`src/rtl/cmsns_defines.svh`:
```
`ifndef CMSNS_DEFINES_SVH
`define CMSNS_DEFINES_SVH

// Byte addresses of the register map
`define CMSNS_REQ_BASE      9'h000
`define CMSNS_REQ_LAST      9'h010
`define CMSNS_RESP_BASE     9'h020
`define CMSNS_RESP_LAST     9'h034
`define CMSNS_CTRL_ADDR     9'h040
`define CMSNS_MSTATE_ADDR   9'h044
`define CMSNS_VERSION_ADDR  9'h048
`define CMSNS_BITRATE_ADDR  9'h04c
`define CMSNS_FLAGS_BASE    9'h050
`define CMSNS_FLAGS_LAST    9'h05c
`define CMSNS_ERR_BASE      9'h100

// Control register fields
`define CMSNS_CTRL_EN_BIT   0
`define CMSNS_CTRL_BUSY_BIT 1

// Reset values
`define CMSNS_CTRL_RESET    1'b0
`define CMSNS_TAG_RESET     8'h00

// Arbitrary protocol revision value
`define CMSNS_PROTO_VERSION 16'h0001

// Response status codes
`define CMSNS_STATUS_OK     8'h01
`define CMSNS_STATUS_ABORT  8'h00

// Node error codes
`define CMSNS_ERR_NONE      8'h00
`define CMSNS_ERR_EMCY      8'he0
`define CMSNS_ERR_PDO_LEN   8'he1
`define CMSNS_ERR_PDO_MISS  8'he2
`define CMSNS_ERR_AUTO_SDO  8'he3
`define CMSNS_ERR_PDO_CFG   8'he4
`define CMSNS_ERR_KEY_PARAM 8'he5
`define CMSNS_ERR_ABSENT    8'he6
`define CMSNS_ERR_GUARD     8'he7
`define CMSNS_ERR_DUP_ID    8'he8

// Supervised node count
`define CMSNS_NODES         7'd64

// AXI responses
`define CMSNS_RESP_OKAY     2'b00
`define CMSNS_RESP_SLVERR   2'b10

`endif

```
`src/rtl/cmsns_pkg.sv`:
```
package cmsns_pkg;

    typedef enum logic [1:0] {
        SDO_IDLE,
        SDO_SEND,
        SDO_WAIT
    } cmsns_sdo_st_t;

    typedef struct packed {
        logic             aw_have;
        logic [8:0]       aw_addr;
        logic             w_have;
        logic [31:0]      w_data;
        logic [3:0]       w_strb;
        logic             b_valid;
        logic [1:0]       b_resp;
        logic             r_valid;
        logic [31:0]      r_data;
        logic [1:0]       r_resp;
        logic [4:0][15:0] req;
        logic [5:0][15:0] resp;
        logic             enable;
        logic [7:0]       last_tag;
        cmsns_sdo_st_t    sdo;
        logic             req_valid;
    } cmsns_top_st_t;

    typedef struct packed {
        logic [63:0][7:0] code;
    } cmsns_node_st_t;

endpackage

```
`src/rtl/cmsns_node_sup.sv`:
```
`timescale 1ns/1ps
`include "cmsns_defines.svh"

module cmsns_node_sup (
    input  wire logic             clock,
    input  wire logic             rst_sync_b,
    input  wire logic             enable,
    input  wire logic             ev_valid,
    input  wire logic [6:0]       ev_node,
    input  wire logic [7:0]       ev_code,
    input  wire logic [63:0]      node_configured,
    output logic      [63:0][7:0] node_codes,
    output logic      [63:0]      node_flags
);

    cmsns_pkg::cmsns_node_st_t st_reg;
    cmsns_pkg::cmsns_node_st_t st_next;
    logic                      code_ok;
    logic [5:0]                ev_idx;

    assign ev_idx = 6'(ev_node - 7'd1);

    always_comb begin
        case (ev_code)
            `CMSNS_ERR_NONE:      code_ok = 1'b1;
            `CMSNS_ERR_EMCY:      code_ok = 1'b1;
            `CMSNS_ERR_PDO_LEN:   code_ok = 1'b1;
            `CMSNS_ERR_PDO_MISS:  code_ok = 1'b1;
            `CMSNS_ERR_AUTO_SDO:  code_ok = 1'b1;
            `CMSNS_ERR_PDO_CFG:   code_ok = 1'b1;
            `CMSNS_ERR_KEY_PARAM: code_ok = 1'b1;
            `CMSNS_ERR_ABSENT:    code_ok = 1'b1;
            `CMSNS_ERR_GUARD:     code_ok = 1'b1;
            `CMSNS_ERR_DUP_ID:    code_ok = 1'b1;
            default:              code_ok = 1'b0;
        endcase
    end

    always_comb begin
        st_next = st_reg;
        if (enable && ev_valid && code_ok && ev_node != 7'd0 && ev_node <= `CMSNS_NODES) begin
            st_next.code[ev_idx] = ev_code;
        end
        for (int i = 0; i < 64; i++) begin
            if (!enable || !node_configured[i]) begin
                st_next.code[i] = `CMSNS_ERR_NONE;
            end
        end
    end

    always_ff @(posedge clock or negedge rst_sync_b) begin
        if (!rst_sync_b) begin
            st_reg <= '0;
        end else begin
            st_reg <= st_next;
        end
    end

    assign node_codes = st_reg.code;

    genvar g;
    generate
        for (g = 0; g < 64; g++) begin : g_flag
            assign node_flags[g] = (st_reg.code[g] != `CMSNS_ERR_NONE);
        end
    endgenerate

    a_emcy_loads: assert property (@(posedge clock) disable iff (!rst_sync_b)
        enable && ev_valid && ev_code == 8'he0 && ev_node == 7'd1 && node_configured[0]
        |=> node_codes[0] == 8'he0 && node_flags[0])
        else $error("emergency code not loaded");
    a_guard_loads: assert property (@(posedge clock) disable iff (!rst_sync_b)
        enable && ev_valid && ev_code == 8'he7 && ev_node == 7'd63 && node_configured[62]
        |=> node_codes[62] == 8'he7 && node_flags[62])
        else $error("guard timeout code not loaded");
    a_range_ignored: assert property (@(posedge clock) disable iff (!rst_sync_b)
        enable && ev_valid && (ev_node == 7'd0 || ev_node > 7'd64) && node_configured[0]
        |=> $stable(node_codes[0]))
        else $error("out of range node changed a code");
    a_unconfig_zero: assert property (@(posedge clock) disable iff (!rst_sync_b)
        !node_configured[63] |=> node_codes[63] == 8'h00 && !node_flags[63])
        else $error("unconfigured node holds a code");
    a_disable_clears: assert property (@(posedge clock) disable iff (!rst_sync_b)
        !enable [*2] |-> node_flags == 64'h0)
        else $error("flags set while supervision disabled");
    a_flag_code: assert property (@(posedge clock) disable iff (!rst_sync_b)
        enable && ev_valid && ev_node == 7'd16 && ev_code == 8'h00 |=> !node_flags[15])
        else $error("flag not cleared with code");

endmodule

```
`src/rtl/cmsns_top.sv`:
```
`timescale 1ns/1ps
`include "cmsns_defines.svh"

module cmsns_top (
    input  wire logic        clock,
    input  wire logic        rst_b,
    input  wire logic [8:0]  s_axi_awaddr,
    input  wire logic        s_axi_awvalid,
    output logic             s_axi_awready,
    input  wire logic [31:0] s_axi_wdata,
    input  wire logic [3:0]  s_axi_wstrb,
    input  wire logic        s_axi_wvalid,
    output logic             s_axi_wready,
    output logic [1:0]       s_axi_bresp,
    output logic             s_axi_bvalid,
    input  wire logic        s_axi_bready,
    input  wire logic [8:0]  s_axi_araddr,
    input  wire logic        s_axi_arvalid,
    output logic             s_axi_arready,
    output logic [31:0]      s_axi_rdata,
    output logic [1:0]       s_axi_rresp,
    output logic             s_axi_rvalid,
    input  wire logic        s_axi_rready,
    output logic             sdo_req_valid,
    input  wire logic        sdo_req_ready,
    output logic [7:0]       sdo_req_tag,
    output logic [7:0]       sdo_req_command,
    output logic [7:0]       sdo_req_size,
    output logic [7:0]       sdo_req_type,
    output logic [7:0]       sdo_req_node,
    output logic [15:0]      sdo_req_index,
    output logic [7:0]       sdo_req_subindex,
    input  wire logic        sdo_resp_valid,
    input  wire logic [7:0]  sdo_resp_status,
    input  wire logic [7:0]  sdo_resp_size,
    input  wire logic [7:0]  sdo_resp_type,
    input  wire logic [15:0] sdo_resp_data,
    input  wire logic        node_ev_valid,
    input  wire logic [6:0]  node_ev_node,
    input  wire logic [7:0]  node_ev_code,
    input  wire logic [63:0] node_configured,
    input  wire logic [15:0] master_state_code,
    input  wire logic [15:0] bit_rate_kbps,
    output logic             canopen_enabled
);

    cmsns_pkg::cmsns_top_st_t st_reg;
    cmsns_pkg::cmsns_top_st_t st_next;
    logic                     rst_meta_b;
    logic                     rst_sync_b;
    logic [63:0][7:0]         node_codes;
    logic [63:0]              node_flags;
    logic [31:0]              rd_word;
    logic [1:0]               rd_resp;
    logic [15:0]              wr_merge;
    logic [8:0]               wa;
    logic [2:0]               wa_idx;
    logic                     busy;

    // Reset release through two flops
    always_ff @(posedge clock or negedge rst_b) begin
        if (!rst_b) begin
            rst_meta_b <= 1'b0;
            rst_sync_b <= 1'b0;
        end else begin
            rst_meta_b <= 1'b1;
            rst_sync_b <= rst_meta_b;
        end
    end

    cmsns_node_sup u_node_sup (
        .clock           (clock),
        .rst_sync_b      (rst_sync_b),
        .enable          (st_reg.enable),
        .ev_valid        (node_ev_valid),
        .ev_node         (node_ev_node),
        .ev_code         (node_ev_code),
        .node_configured (node_configured),
        .node_codes      (node_codes),
        .node_flags      (node_flags)
    );

    assign busy = (st_reg.sdo != cmsns_pkg::SDO_IDLE);
    assign wa = st_reg.aw_addr;
    assign wa_idx = wa[4:2];
    assign wr_merge = {st_reg.w_strb[1] ? st_reg.w_data[15:8] : st_reg.req[wa_idx][15:8],
                       st_reg.w_strb[0] ? st_reg.w_data[7:0] : st_reg.req[wa_idx][7:0]};

    // Read decode
    always_comb begin
        rd_word = 32'h0000_0000;
        rd_resp = `CMSNS_RESP_OKAY;
        if (s_axi_araddr[1:0] != 2'b00) begin
            rd_resp = `CMSNS_RESP_SLVERR;
        end else if (s_axi_araddr[8]) begin
            rd_word = {24'h00_0000, node_codes[s_axi_araddr[7:2]]};
        end else if (s_axi_araddr <= `CMSNS_REQ_LAST) begin
            rd_word = {16'h0000, st_reg.req[s_axi_araddr[4:2]]};
        end else if (s_axi_araddr >= `CMSNS_RESP_BASE && s_axi_araddr <= `CMSNS_RESP_LAST) begin
            rd_word = {16'h0000, st_reg.resp[3'(s_axi_araddr[5:2] - 4'd8)]};
        end else if (s_axi_araddr == `CMSNS_CTRL_ADDR) begin
            rd_word[`CMSNS_CTRL_EN_BIT] = st_reg.enable;
            rd_word[`CMSNS_CTRL_BUSY_BIT] = busy;
        end else if (s_axi_araddr == `CMSNS_MSTATE_ADDR) begin
            rd_word = {16'h0000, st_reg.enable ? master_state_code : 16'h0000};
        end else if (s_axi_araddr == `CMSNS_VERSION_ADDR) begin
            rd_word = {16'h0000, `CMSNS_PROTO_VERSION};
        end else if (s_axi_araddr == `CMSNS_BITRATE_ADDR) begin
            rd_word = {16'h0000, bit_rate_kbps};
        end else if (s_axi_araddr >= `CMSNS_FLAGS_BASE && s_axi_araddr <= `CMSNS_FLAGS_LAST) begin
            rd_word = {16'h0000, node_flags[s_axi_araddr[3:2]*16 +: 16]};
        end else begin
            rd_resp = `CMSNS_RESP_SLVERR;
        end
    end

    always_comb begin
        st_next = st_reg;

        // Address and data may arrive in either order
        if (s_axi_awvalid && s_axi_awready) begin
            st_next.aw_have = 1'b1;
            st_next.aw_addr = s_axi_awaddr;
        end
        if (s_axi_wvalid && s_axi_wready) begin
            st_next.w_have = 1'b1;
            st_next.w_data = s_axi_wdata;
            st_next.w_strb = s_axi_wstrb;
        end
        if (s_axi_bvalid && s_axi_bready) begin
            st_next.b_valid = 1'b0;
        end
        if (s_axi_rvalid && s_axi_rready) begin
            st_next.r_valid = 1'b0;
        end
        if (s_axi_arvalid && s_axi_arready) begin
            st_next.r_valid = 1'b1;
            st_next.r_data = rd_word;
            st_next.r_resp = rd_resp;
        end

        // SDO transaction sequencing
        case (st_reg.sdo)
            cmsns_pkg::SDO_SEND: begin
                if (sdo_req_ready) begin
                    st_next.req_valid = 1'b0;
                    st_next.sdo = cmsns_pkg::SDO_WAIT;
                end
            end
            cmsns_pkg::SDO_WAIT: begin
                if (sdo_resp_valid && st_reg.enable) begin
                    st_next.sdo = cmsns_pkg::SDO_IDLE;
                    st_next.resp[0] = {st_reg.last_tag, sdo_resp_status};
                    if (sdo_resp_status == `CMSNS_STATUS_OK) begin
                        st_next.resp[1] = {8'h00, sdo_resp_size};
                        st_next.resp[2] = {sdo_resp_type, st_reg.req[2][7:0]};
                        st_next.resp[3] = st_reg.req[3];
                        st_next.resp[4] = {8'h00, st_reg.req[4][7:0]};
                        st_next.resp[5] = sdo_resp_data;
                    end
                end
            end
            default: begin
            end
        endcase

        // Disabling aborts an open transaction as a failure
        if (!st_reg.enable && busy) begin
            st_next.sdo = cmsns_pkg::SDO_IDLE;
            st_next.req_valid = 1'b0;
            st_next.resp[0] = {st_reg.last_tag, `CMSNS_STATUS_ABORT};
        end

        // Register write once both halves are held
        if (st_reg.aw_have && st_reg.w_have && !st_reg.b_valid) begin
            st_next.aw_have = 1'b0;
            st_next.w_have = 1'b0;
            st_next.b_valid = 1'b1;
            st_next.b_resp = `CMSNS_RESP_OKAY;
            if (wa[1:0] != 2'b00) begin
                st_next.b_resp = `CMSNS_RESP_SLVERR;
            end else if (wa <= `CMSNS_REQ_LAST) begin
                // Request words frozen while a transaction is open
                if (!busy) begin
                    st_next.req[wa_idx] = wr_merge;
                    if (wa_idx == 3'd0 && st_reg.enable && wr_merge[15:8] != st_reg.last_tag) begin
                        st_next.last_tag = wr_merge[15:8];
                        st_next.sdo = cmsns_pkg::SDO_SEND;
                        st_next.req_valid = 1'b1;
                    end
                end
            end else if (wa == `CMSNS_CTRL_ADDR) begin
                if (st_reg.w_strb[0]) begin
                    st_next.enable = st_reg.w_data[`CMSNS_CTRL_EN_BIT];
                end
            end else if (wa >= `CMSNS_RESP_BASE && wa <= `CMSNS_FLAGS_LAST) begin
                st_next.b_resp = `CMSNS_RESP_OKAY;
            end else if (wa[8]) begin
                st_next.b_resp = `CMSNS_RESP_OKAY;
            end else begin
                st_next.b_resp = `CMSNS_RESP_SLVERR;
            end
        end
    end

    always_ff @(posedge clock or negedge rst_sync_b) begin
        if (!rst_sync_b) begin
            st_reg <= '0;
            st_reg.enable <= `CMSNS_CTRL_RESET;
            st_reg.last_tag <= `CMSNS_TAG_RESET;
            st_reg.sdo <= cmsns_pkg::SDO_IDLE;
        end else begin
            st_reg <= st_next;
        end
    end

    assign s_axi_awready = !st_reg.aw_have && !st_reg.b_valid;
    assign s_axi_wready = !st_reg.w_have && !st_reg.b_valid;
    assign s_axi_bvalid = st_reg.b_valid;
    assign s_axi_bresp = st_reg.b_resp;
    assign s_axi_arready = !st_reg.r_valid;
    assign s_axi_rvalid = st_reg.r_valid;
    assign s_axi_rdata = st_reg.r_data;
    assign s_axi_rresp = st_reg.r_resp;

    assign sdo_req_valid = st_reg.req_valid;
    assign sdo_req_tag = st_reg.req[0][15:8];
    assign sdo_req_command = st_reg.req[0][7:0];
    assign sdo_req_size = st_reg.req[1][7:0];
    assign sdo_req_type = st_reg.req[2][15:8];
    assign sdo_req_node = st_reg.req[2][7:0];
    assign sdo_req_index = st_reg.req[3];
    assign sdo_req_subindex = st_reg.req[4][7:0];
    assign canopen_enabled = st_reg.enable;

    a_data_on_ok: assert property (@(posedge clock) disable iff (!rst_sync_b)
        st_reg.sdo == cmsns_pkg::SDO_WAIT && sdo_resp_valid && sdo_resp_status == 8'h01 && st_reg.enable
        |=> st_reg.resp[5] == $past(sdo_resp_data) && st_reg.resp[0][7:0] == 8'h01
            && st_reg.resp[3] == sdo_req_index)
        else $error("response words not loaded on success");
    a_resp_only_ok: assert property (@(posedge clock) disable iff (!rst_sync_b)
        $changed(st_reg.resp[5]) || $changed(st_reg.resp[2])
        |-> $past(st_reg.sdo) == cmsns_pkg::SDO_WAIT && $past(sdo_resp_valid) && $past(sdo_resp_status) == 8'h01)
        else $error("response data changed without a successful read");
    a_fail_keeps: assert property (@(posedge clock) disable iff (!rst_sync_b)
        st_reg.sdo == cmsns_pkg::SDO_WAIT && sdo_resp_valid && sdo_resp_status != 8'h01
        |=> $stable(st_reg.resp[1]) && st_reg.resp[0][7:0] != 8'h01 && st_reg.sdo == cmsns_pkg::SDO_IDLE)
        else $error("failed read touched the response body");
    a_tag_sends: assert property (@(posedge clock) disable iff (!rst_sync_b)
        $changed(st_reg.last_tag)
        |-> sdo_req_valid && sdo_req_tag == st_reg.last_tag && st_reg.sdo == cmsns_pkg::SDO_SEND)
        else $error("changed tag did not raise a request");
    a_ro_writes: assert property (@(posedge clock) disable iff (!rst_sync_b)
        st_reg.aw_have && st_reg.w_have && !st_reg.b_valid && wa == 9'h034 && st_reg.sdo == cmsns_pkg::SDO_IDLE
        |=> $stable(st_reg.resp[5]) ##1 s_axi_bresp == 2'b00 || !s_axi_bvalid)
        else $error("write changed a read-only word");

endmodule

```
`config.mk`:
```
export PLATFORM = sky130hd
export DESIGN_NAME = cmsns_top
export DESIGN_NICKNAME = d
export VERILOG_FILES = /design/src/rtl/cmsns_pkg.sv /design/src/rtl/cmsns_node_sup.sv /design/src/rtl/cmsns_top.sv
export VERILOG_INCLUDE_DIRS = /design/src /design/src/rtl
export SDC_FILE = /design/constraint.sdc
export NUM_CORES = 2
export LEC_CHECK = 0
export BUFFER_PORTS_ARGS = -buffer_cell sky130_fd_sc_hd__buf_4
export CAP_MARGIN = 5
export CORE_ASPECT_RATIO = 0.5
export CORE_MARGIN = 1
export CORE_UTILIZATION = 55
export CTS_CLUSTER_DIAMETER = 40
export CTS_CLUSTER_SIZE = 24
export DETAILED_ROUTE_END_ITERATION = 16
export PLACE_DENSITY = 0.77
export SETUP_SLACK_MARGIN = 0.5
export SLEW_MARGIN = 10
export SYNTH_ARGS = -nofsm -noshare
export SYNTH_HDL_FRONTEND = slang
export SYNTH_HIERARCHICAL = 1
export SYNTH_SLANG_ARGS = --single-unit
```
`constraint.sdc`:
```
create_clock -name clock -period 22 [get_ports clock]
set_input_delay 4.4 -clock clock [delete_from_list [all_inputs] [get_ports clock]]
set_output_delay 4.4 -clock clock [all_outputs]
set_load 0.03 [all_outputs]
```
=== Yosys cells after proc, flatten, opt, wreduce, memory -nomap -nowiden ===
Index checks and enable logic that the tools add are counted.

* Flip-flop bits (word level): 771
* Input bits: 215
* Output and inout port bits: 107
* Word-level logic and storage cells: 560

* Add/subtract/negate cells: 2
* Magnitude comparators: 16
* Equality and inequality tests: 18
* Shifts and indexed selects: 1
* Multiplexer cells: 128
* Bitwise gates (word level): 3
* Reductions and logical operators: 301

{| class="wikitable"
|+ Operator list
! cell !! count
|-
| 2-to-1 mux 8 bit || 68
|-
| bitwise mux 512 bit || 1
|-
| 2-to-1 mux 512 bit || 1
|-
| nonzero test 8 bit || 64
|-
| 2-to-1 mux 16 bit || 12
|-
| nonzero test 2 bit || 73
|-
| binary-select mux 16 bit (select 3 bit) || 3
|-
| 2-to-1 mux 32 bit || 4
|-
| bitwise mux 80 bit || 1
|-
| equality test 8 bit (second input constant) || 9
|-
| zero test 1 bit || 69
|-
| logical OR 1 bit || 64
|-
| variable part select 64 x 7 -> 16 bit || 1
|-
| binary-select mux 8 bit (select 6 bit) || 1
|-
| demux 16 bit (select 3 bit) || 1
|-
| demux 8 bit (select 6 bit) || 1
|-
| equality test 9 x 7 -> 1 bit (second input constant) || 5
|-
| 2-to-1 mux 37 bit || 1
|-
| 2-to-1 mux 35 bit || 1
|-
| 2-to-1 mux 2 bit || 16
|-
| 2-to-1 mux 30 bit || 1
|-
| 2-to-1 mux 3 bit || 8
|-
| logical AND 1 bit || 22
|-
| >= comparator 9 x 6 -> 1 bit (second input constant) || 2
|-
| other kinds (27) || 40
|}

=== Depth between registers and ports, before layout ===
* Word-level depth: 12
* Depth in mapped cells: 12
* Gate-level depth less buffers: 8

=== By module ===
Netlist, hierarchy kept.

{| class="wikitable"
|+ By module, submodules not included
! module !! times used !! cells an instance !! area each (um2) !! sequential area each (um2)
|-
| cmsns_node_sup || 1 || 2450 || 23742.8 || 12812.3
|-
| cmsns_top || 1 || 1513 || 16719.8 || 5580.4
|}

=== Worst setup path before layout ===
Ideal clock, no wire load.

* Path type: input -> register
* Start: input port s_axi_araddr[3]
* End: register st_reg, in the netlist s_axi_rdata[7]
* Library setup time: 0.144 ns
* Arrival: 6.378 ns
* Required time: 21.856 ns
* Slack: 15.478 ns
* Stages on the path: 9
* Buffers on the path: 3
* Cell sequence: buf_2 buf_2 buf_1 mux4_2 mux4_2 mux2i_1 nor2_1 a2111oi_0 a41oi_1

* Longest elaborated chain between the ends: 11
* Elaborated cells between the ends (all ways): 28
* Classes of those cells: 1 x add/sub; 5 x order compare; 4 x eq/ne; 1 x shift; 15 x mux; 2 x reduce/logical

{| class="wikitable"
|+ Ends and longest elaborated chain
! what !! RTL line !! RTL
|-
| start, declared || cmsns_top.sv:17 || <nowiki>input wire logic [8:0] s_axi_araddr,</nowiki>
|-
| branches (longest 9 deep; another with variable part select 64 x 7 -> 16 bit) || -- ||
|-
| 2-to-1 mux 32 bit (*) || cmsns_top.sv:95 || <nowiki>end else if (s_axi_araddr[8]) begin</nowiki>
|-
| 2-to-1 mux 32 bit (*) || cmsns_top.sv:93 || <nowiki>if (s_axi_araddr[1:0] != 2'b00) begin</nowiki>
|-
| end signal, assigned || cmsns_top.sv:213 || <nowiki>st_reg <= st_next;</nowiki>
|-
| end, declared || cmsns_top.sv:47 || <nowiki>cmsns_pkg::cmsns_top_st_t st_reg;</nowiki>
|}

Every way passes the cells marked *. The select of a mux whose other input is x is not followed.
A chain may end at the register's enable or synchronous reset.

=== Final worst setup path ===
* Start: input port s_axi_araddr[2]
* End: register st_reg, in the netlist s_axi_rdata[0]

* Longest elaborated chain between the ends: 11
* Elaborated cells between the ends (all ways): 28
* Classes of those cells: 1 x add/sub; 5 x order compare; 4 x eq/ne; 1 x shift; 15 x mux; 2 x reduce/logical

{| class="wikitable"
|+ Ends and longest elaborated chain
! what !! RTL line
|-
| branches (longest 9 deep; another with variable part select 64 x 7 -> 16 bit) || --
|-
| 2-to-1 mux 32 bit (*) || cmsns_top.sv:95
|-
| 2-to-1 mux 32 bit (*) || cmsns_top.sv:93
|}

Marked as above.

==> qor.yml <==
outcome:
  outcome: "complete, no violations"
finish:
  largest_reg_flops: 512
  final_util: 0.6214
  drive_above_1_share: 0.2048
  syn2layout_area_growth_pct: 10.45
  fill_cells: 5606
  final_cell_area_sq_um: 44690
  nNetsFinal: 4211
sta:
  tightestPinTransition_ns: 1.260
  worst_slack_ns: 14.61
  layout_min_cycle_time_ns: 7.386
  finalHoldViolCount: 0
  fmax_mhz: 135.4
  drv_slew: 0
  setup_viol: 0
  slew_headroom: 0.1571
  fin_skew_ns: 0.03630
  whs_ns: 0.3587
  rsz0062_at_grt: "false"
  fin_crit_sh: 0.3357
  final.setup.tns_ns: 0
hold_path:
  hold_path.class: "flip-flop to flip-flop"
yosys:
  synth-seq-cells: 735
  synth-edff-count: 0
  post_synth_mux_area_share: 0.2110
  syn_avg_cell_area_sq_um: 10.21
  async_flop_share: 1.000
  synth_top_family_by_area: "multiplexers"
  synthAdderAreaFrac: 0.001546
  synth.distinct_cells: 71
  synthesis.area_sq_um: 40460
  ys_warn_count: 6
  ys_seq_area_frac: 0.4546
  synthTopCellsByArea: "dfrtp_1 (45%), mux4_2 (11%), nand2_1 (9.7%)"
  synthSimpleGateAreaFrac: 0.1927
  synth_area_leader_cell: "dfrtp_1"
  synthFlopType: "dfrtp_1"
  synthXorXnorAreaFrac: 0.002165
  synth_cells: 3963
  synth_compound_area_frac: 0.08436
  yosysTopAreaCellShare: 0.4546
floorplanning:
  ios: 322
  dieHeight_um: 193.8
  core_sq_um: 71920
  die_area_sq_um: 74720
  initial_core_util: 0.5626
  die_w_um: 385.6
  core.rowCount: 69
clock_tree:
  cts.clk_slew.worst_paths_ns: 0.08
  cts_buffers: 68
  cts_tree: "done"
  cts_max_level: 3
  cts.repair.resized: 0
  postCtsSetupBuffers: 0
  cts_buffer_depth: 3
  hold_buffers: 0
  clk_latency_ns: 0.64
  cts_sinks: 735
  cts_root_buf: "clkbuf_16"
route:
  ant_nets: 0
  route.detailed.drc: 0
  drt_first_pass_iters: 7
  drt-wirelength-per-cell_um: 24.37
  vias: 32370
  drtIter0Drc: 4194
  drt-total-wl_mm: 122.0
  via_per_inst: 6.467
setup_path:
  required_ns: 22.49
  cp.arrival_ns: 7.88
  crit_fanout: 112
  end_kind: "flip-flop"
  start_kind: "primary input"
  crit_type: "primary input to flip-flop"
power:
  swShare: 0.2897
  intPower_mw: 2.236
  vdd_ir_drop_max_mv: 0.05595
  leakage_nw: 19.44
  seqPwrFrac: 0.457
  power_density_nw_per_um2: 70.45
  combPwrFrac: 0.131
  p_sw_uw: 912.2
  clock_power_share: 0.412
grt:
  grt_overflow: 0
  antenna_found_initial: 10
  grt_max_degree: 185
  grt_pass1_vias: 31500
  track_usage: 0.3262
  grt_pass1_wl_mm: 187.3
placed_design:
  placed_area_sq_um: 42260
  portBuffers: 285
  gp_congestion: 0.9617
  dpl.hpwl_mm: 82.54
  pre_cts_ws_ns: 13.96
flow_run:
  drv_cap: 0
==> layer usage <==
layer / up-vias / GRT usage / part of all wire
li1: 14100 / - / -
met2: 1818 / 0.4931 / 0.45
met5: - / 0 / 0.00071
met1: 16050 / 0.4322 / 0.38
met4: 12 / 0.1540 / 0.054
met3: 386 / 0.09839 / 0.11
==> worst max-delay path, stage by stage <==
cell and delay (ns):
buf_8 0.47, buf_12 0.63, mux4_2 0.67, mux4_2 0.47
inv_1 0.20, o22ai_1 0.18, a2111oi_0 0.61, a21oi_1 0.08
==> power groups by stage <==
stage	clock [mW]	combinational (mW)	sequential, mW
after floorplan	0	0.284	1.46
after global placement	0	0.400	1.46
after detailed placement	0	0.408	1.46
after CTS	1.30	0.411	1.44
after global routing	1.36	0.446	1.44
final	1.30	0.413	1.44
==> kinds of logic after synthesis <==
kind of cell / count (synthesis)
compound gates: 588
xor+xnor: 10
fa+ha+maj: 5
buf+inv: 425
flops: 735
mux: 601
other cells: 2
simple gates: 1597
==> layout make-up <==
class                   count  area, sq um  area share
repair buffers            321         2474     0.05535
well taps                 958         1199     0.02682
flip-flops and latches    735        18400      0.4117
multi-input cells        2820        20020      0.4480
clock inverters            42        514.2     0.01151
inverters                  45        168.9    0.003780
clock buffers              80         1903     0.04258
diodes                      4        10.01   0.0002240
==> stage by stage <==
step           cells  power (mW)
6_report        5005       3.148
4_1_cts         5001       3.150
3_3_place_gp    4879       1.860
5_1_grt         5003       3.250
3_5_place_dp    4879       1.870
2_1_floorplan   3980       1.746
==> cell usage in the layout, fill, tap and decap left out, types with 62 or more instances in the layout <==
cell type,synthesis,layout
a21oi_1,90,89
and2_1,65,65
buf_4,117,315
clkbuf_16,0,73
dfrtp_1,735,733
mux2_2,106,106
mux2i_1,304,304
mux4_2,191,191
nand2_1,1047,1047
nor2_1,121,121
nor3_4,62,62
nor4_1,130,130
o21ai_0,276,276
or4_1,66,65
==> cells in the mapped netlist (16+ instances only) <==
library cell	count
mux2_2	106
o21ai_0	276
a21oi_1	90
mux2i_1	304
o21ai_1	58
nand3_1	17
dfrtp_1	735
a211oi_1	19
clkbuf_1	196
or4_1	66
a22oi_1	16
nor3_1	20
buf_2	42
o22ai_1	22
buf_4	117
nor3_4	62
nor4_1	130
mux4_2	191
nor2_1	121
o211ai_1	20
inv_1	45
and2_1	65
nand2_1	1047
nand2b_1	16
==> path summary, 6_finish.rpt <==
check                                             from                                     end  slack (ns)  cells after the start
setup / recovery                       s_axi_araddr[2]              s_axi_rdata[0]$_DFFE_PN0P_       14.61                      8
hold / removal                    rst_meta_b$_DFF_PN0_                    rst_sync_b$_DFF_PN0_        0.36                      0
setup reg to reg           canopen_enabled$_DFFE_PN0P_  u_node_sup/node_codes[430]$_DFFE_PN0P_       18.24                      7
hold reg to reg                   rst_meta_b$_DFF_PN0_                    rst_sync_b$_DFF_PN0_        0.36                      0
max in group asynchronous         rst_sync_b$_DFF_PN0_             sdo_req_node[3]$_DFFE_PN0P_       18.25                      3
min in group asynchronous         rst_sync_b$_DFF_PN0_  u_node_sup/node_codes[467]$_DFFE_PN0P_        0.41                      0
(Power assumes the default switching activity.)
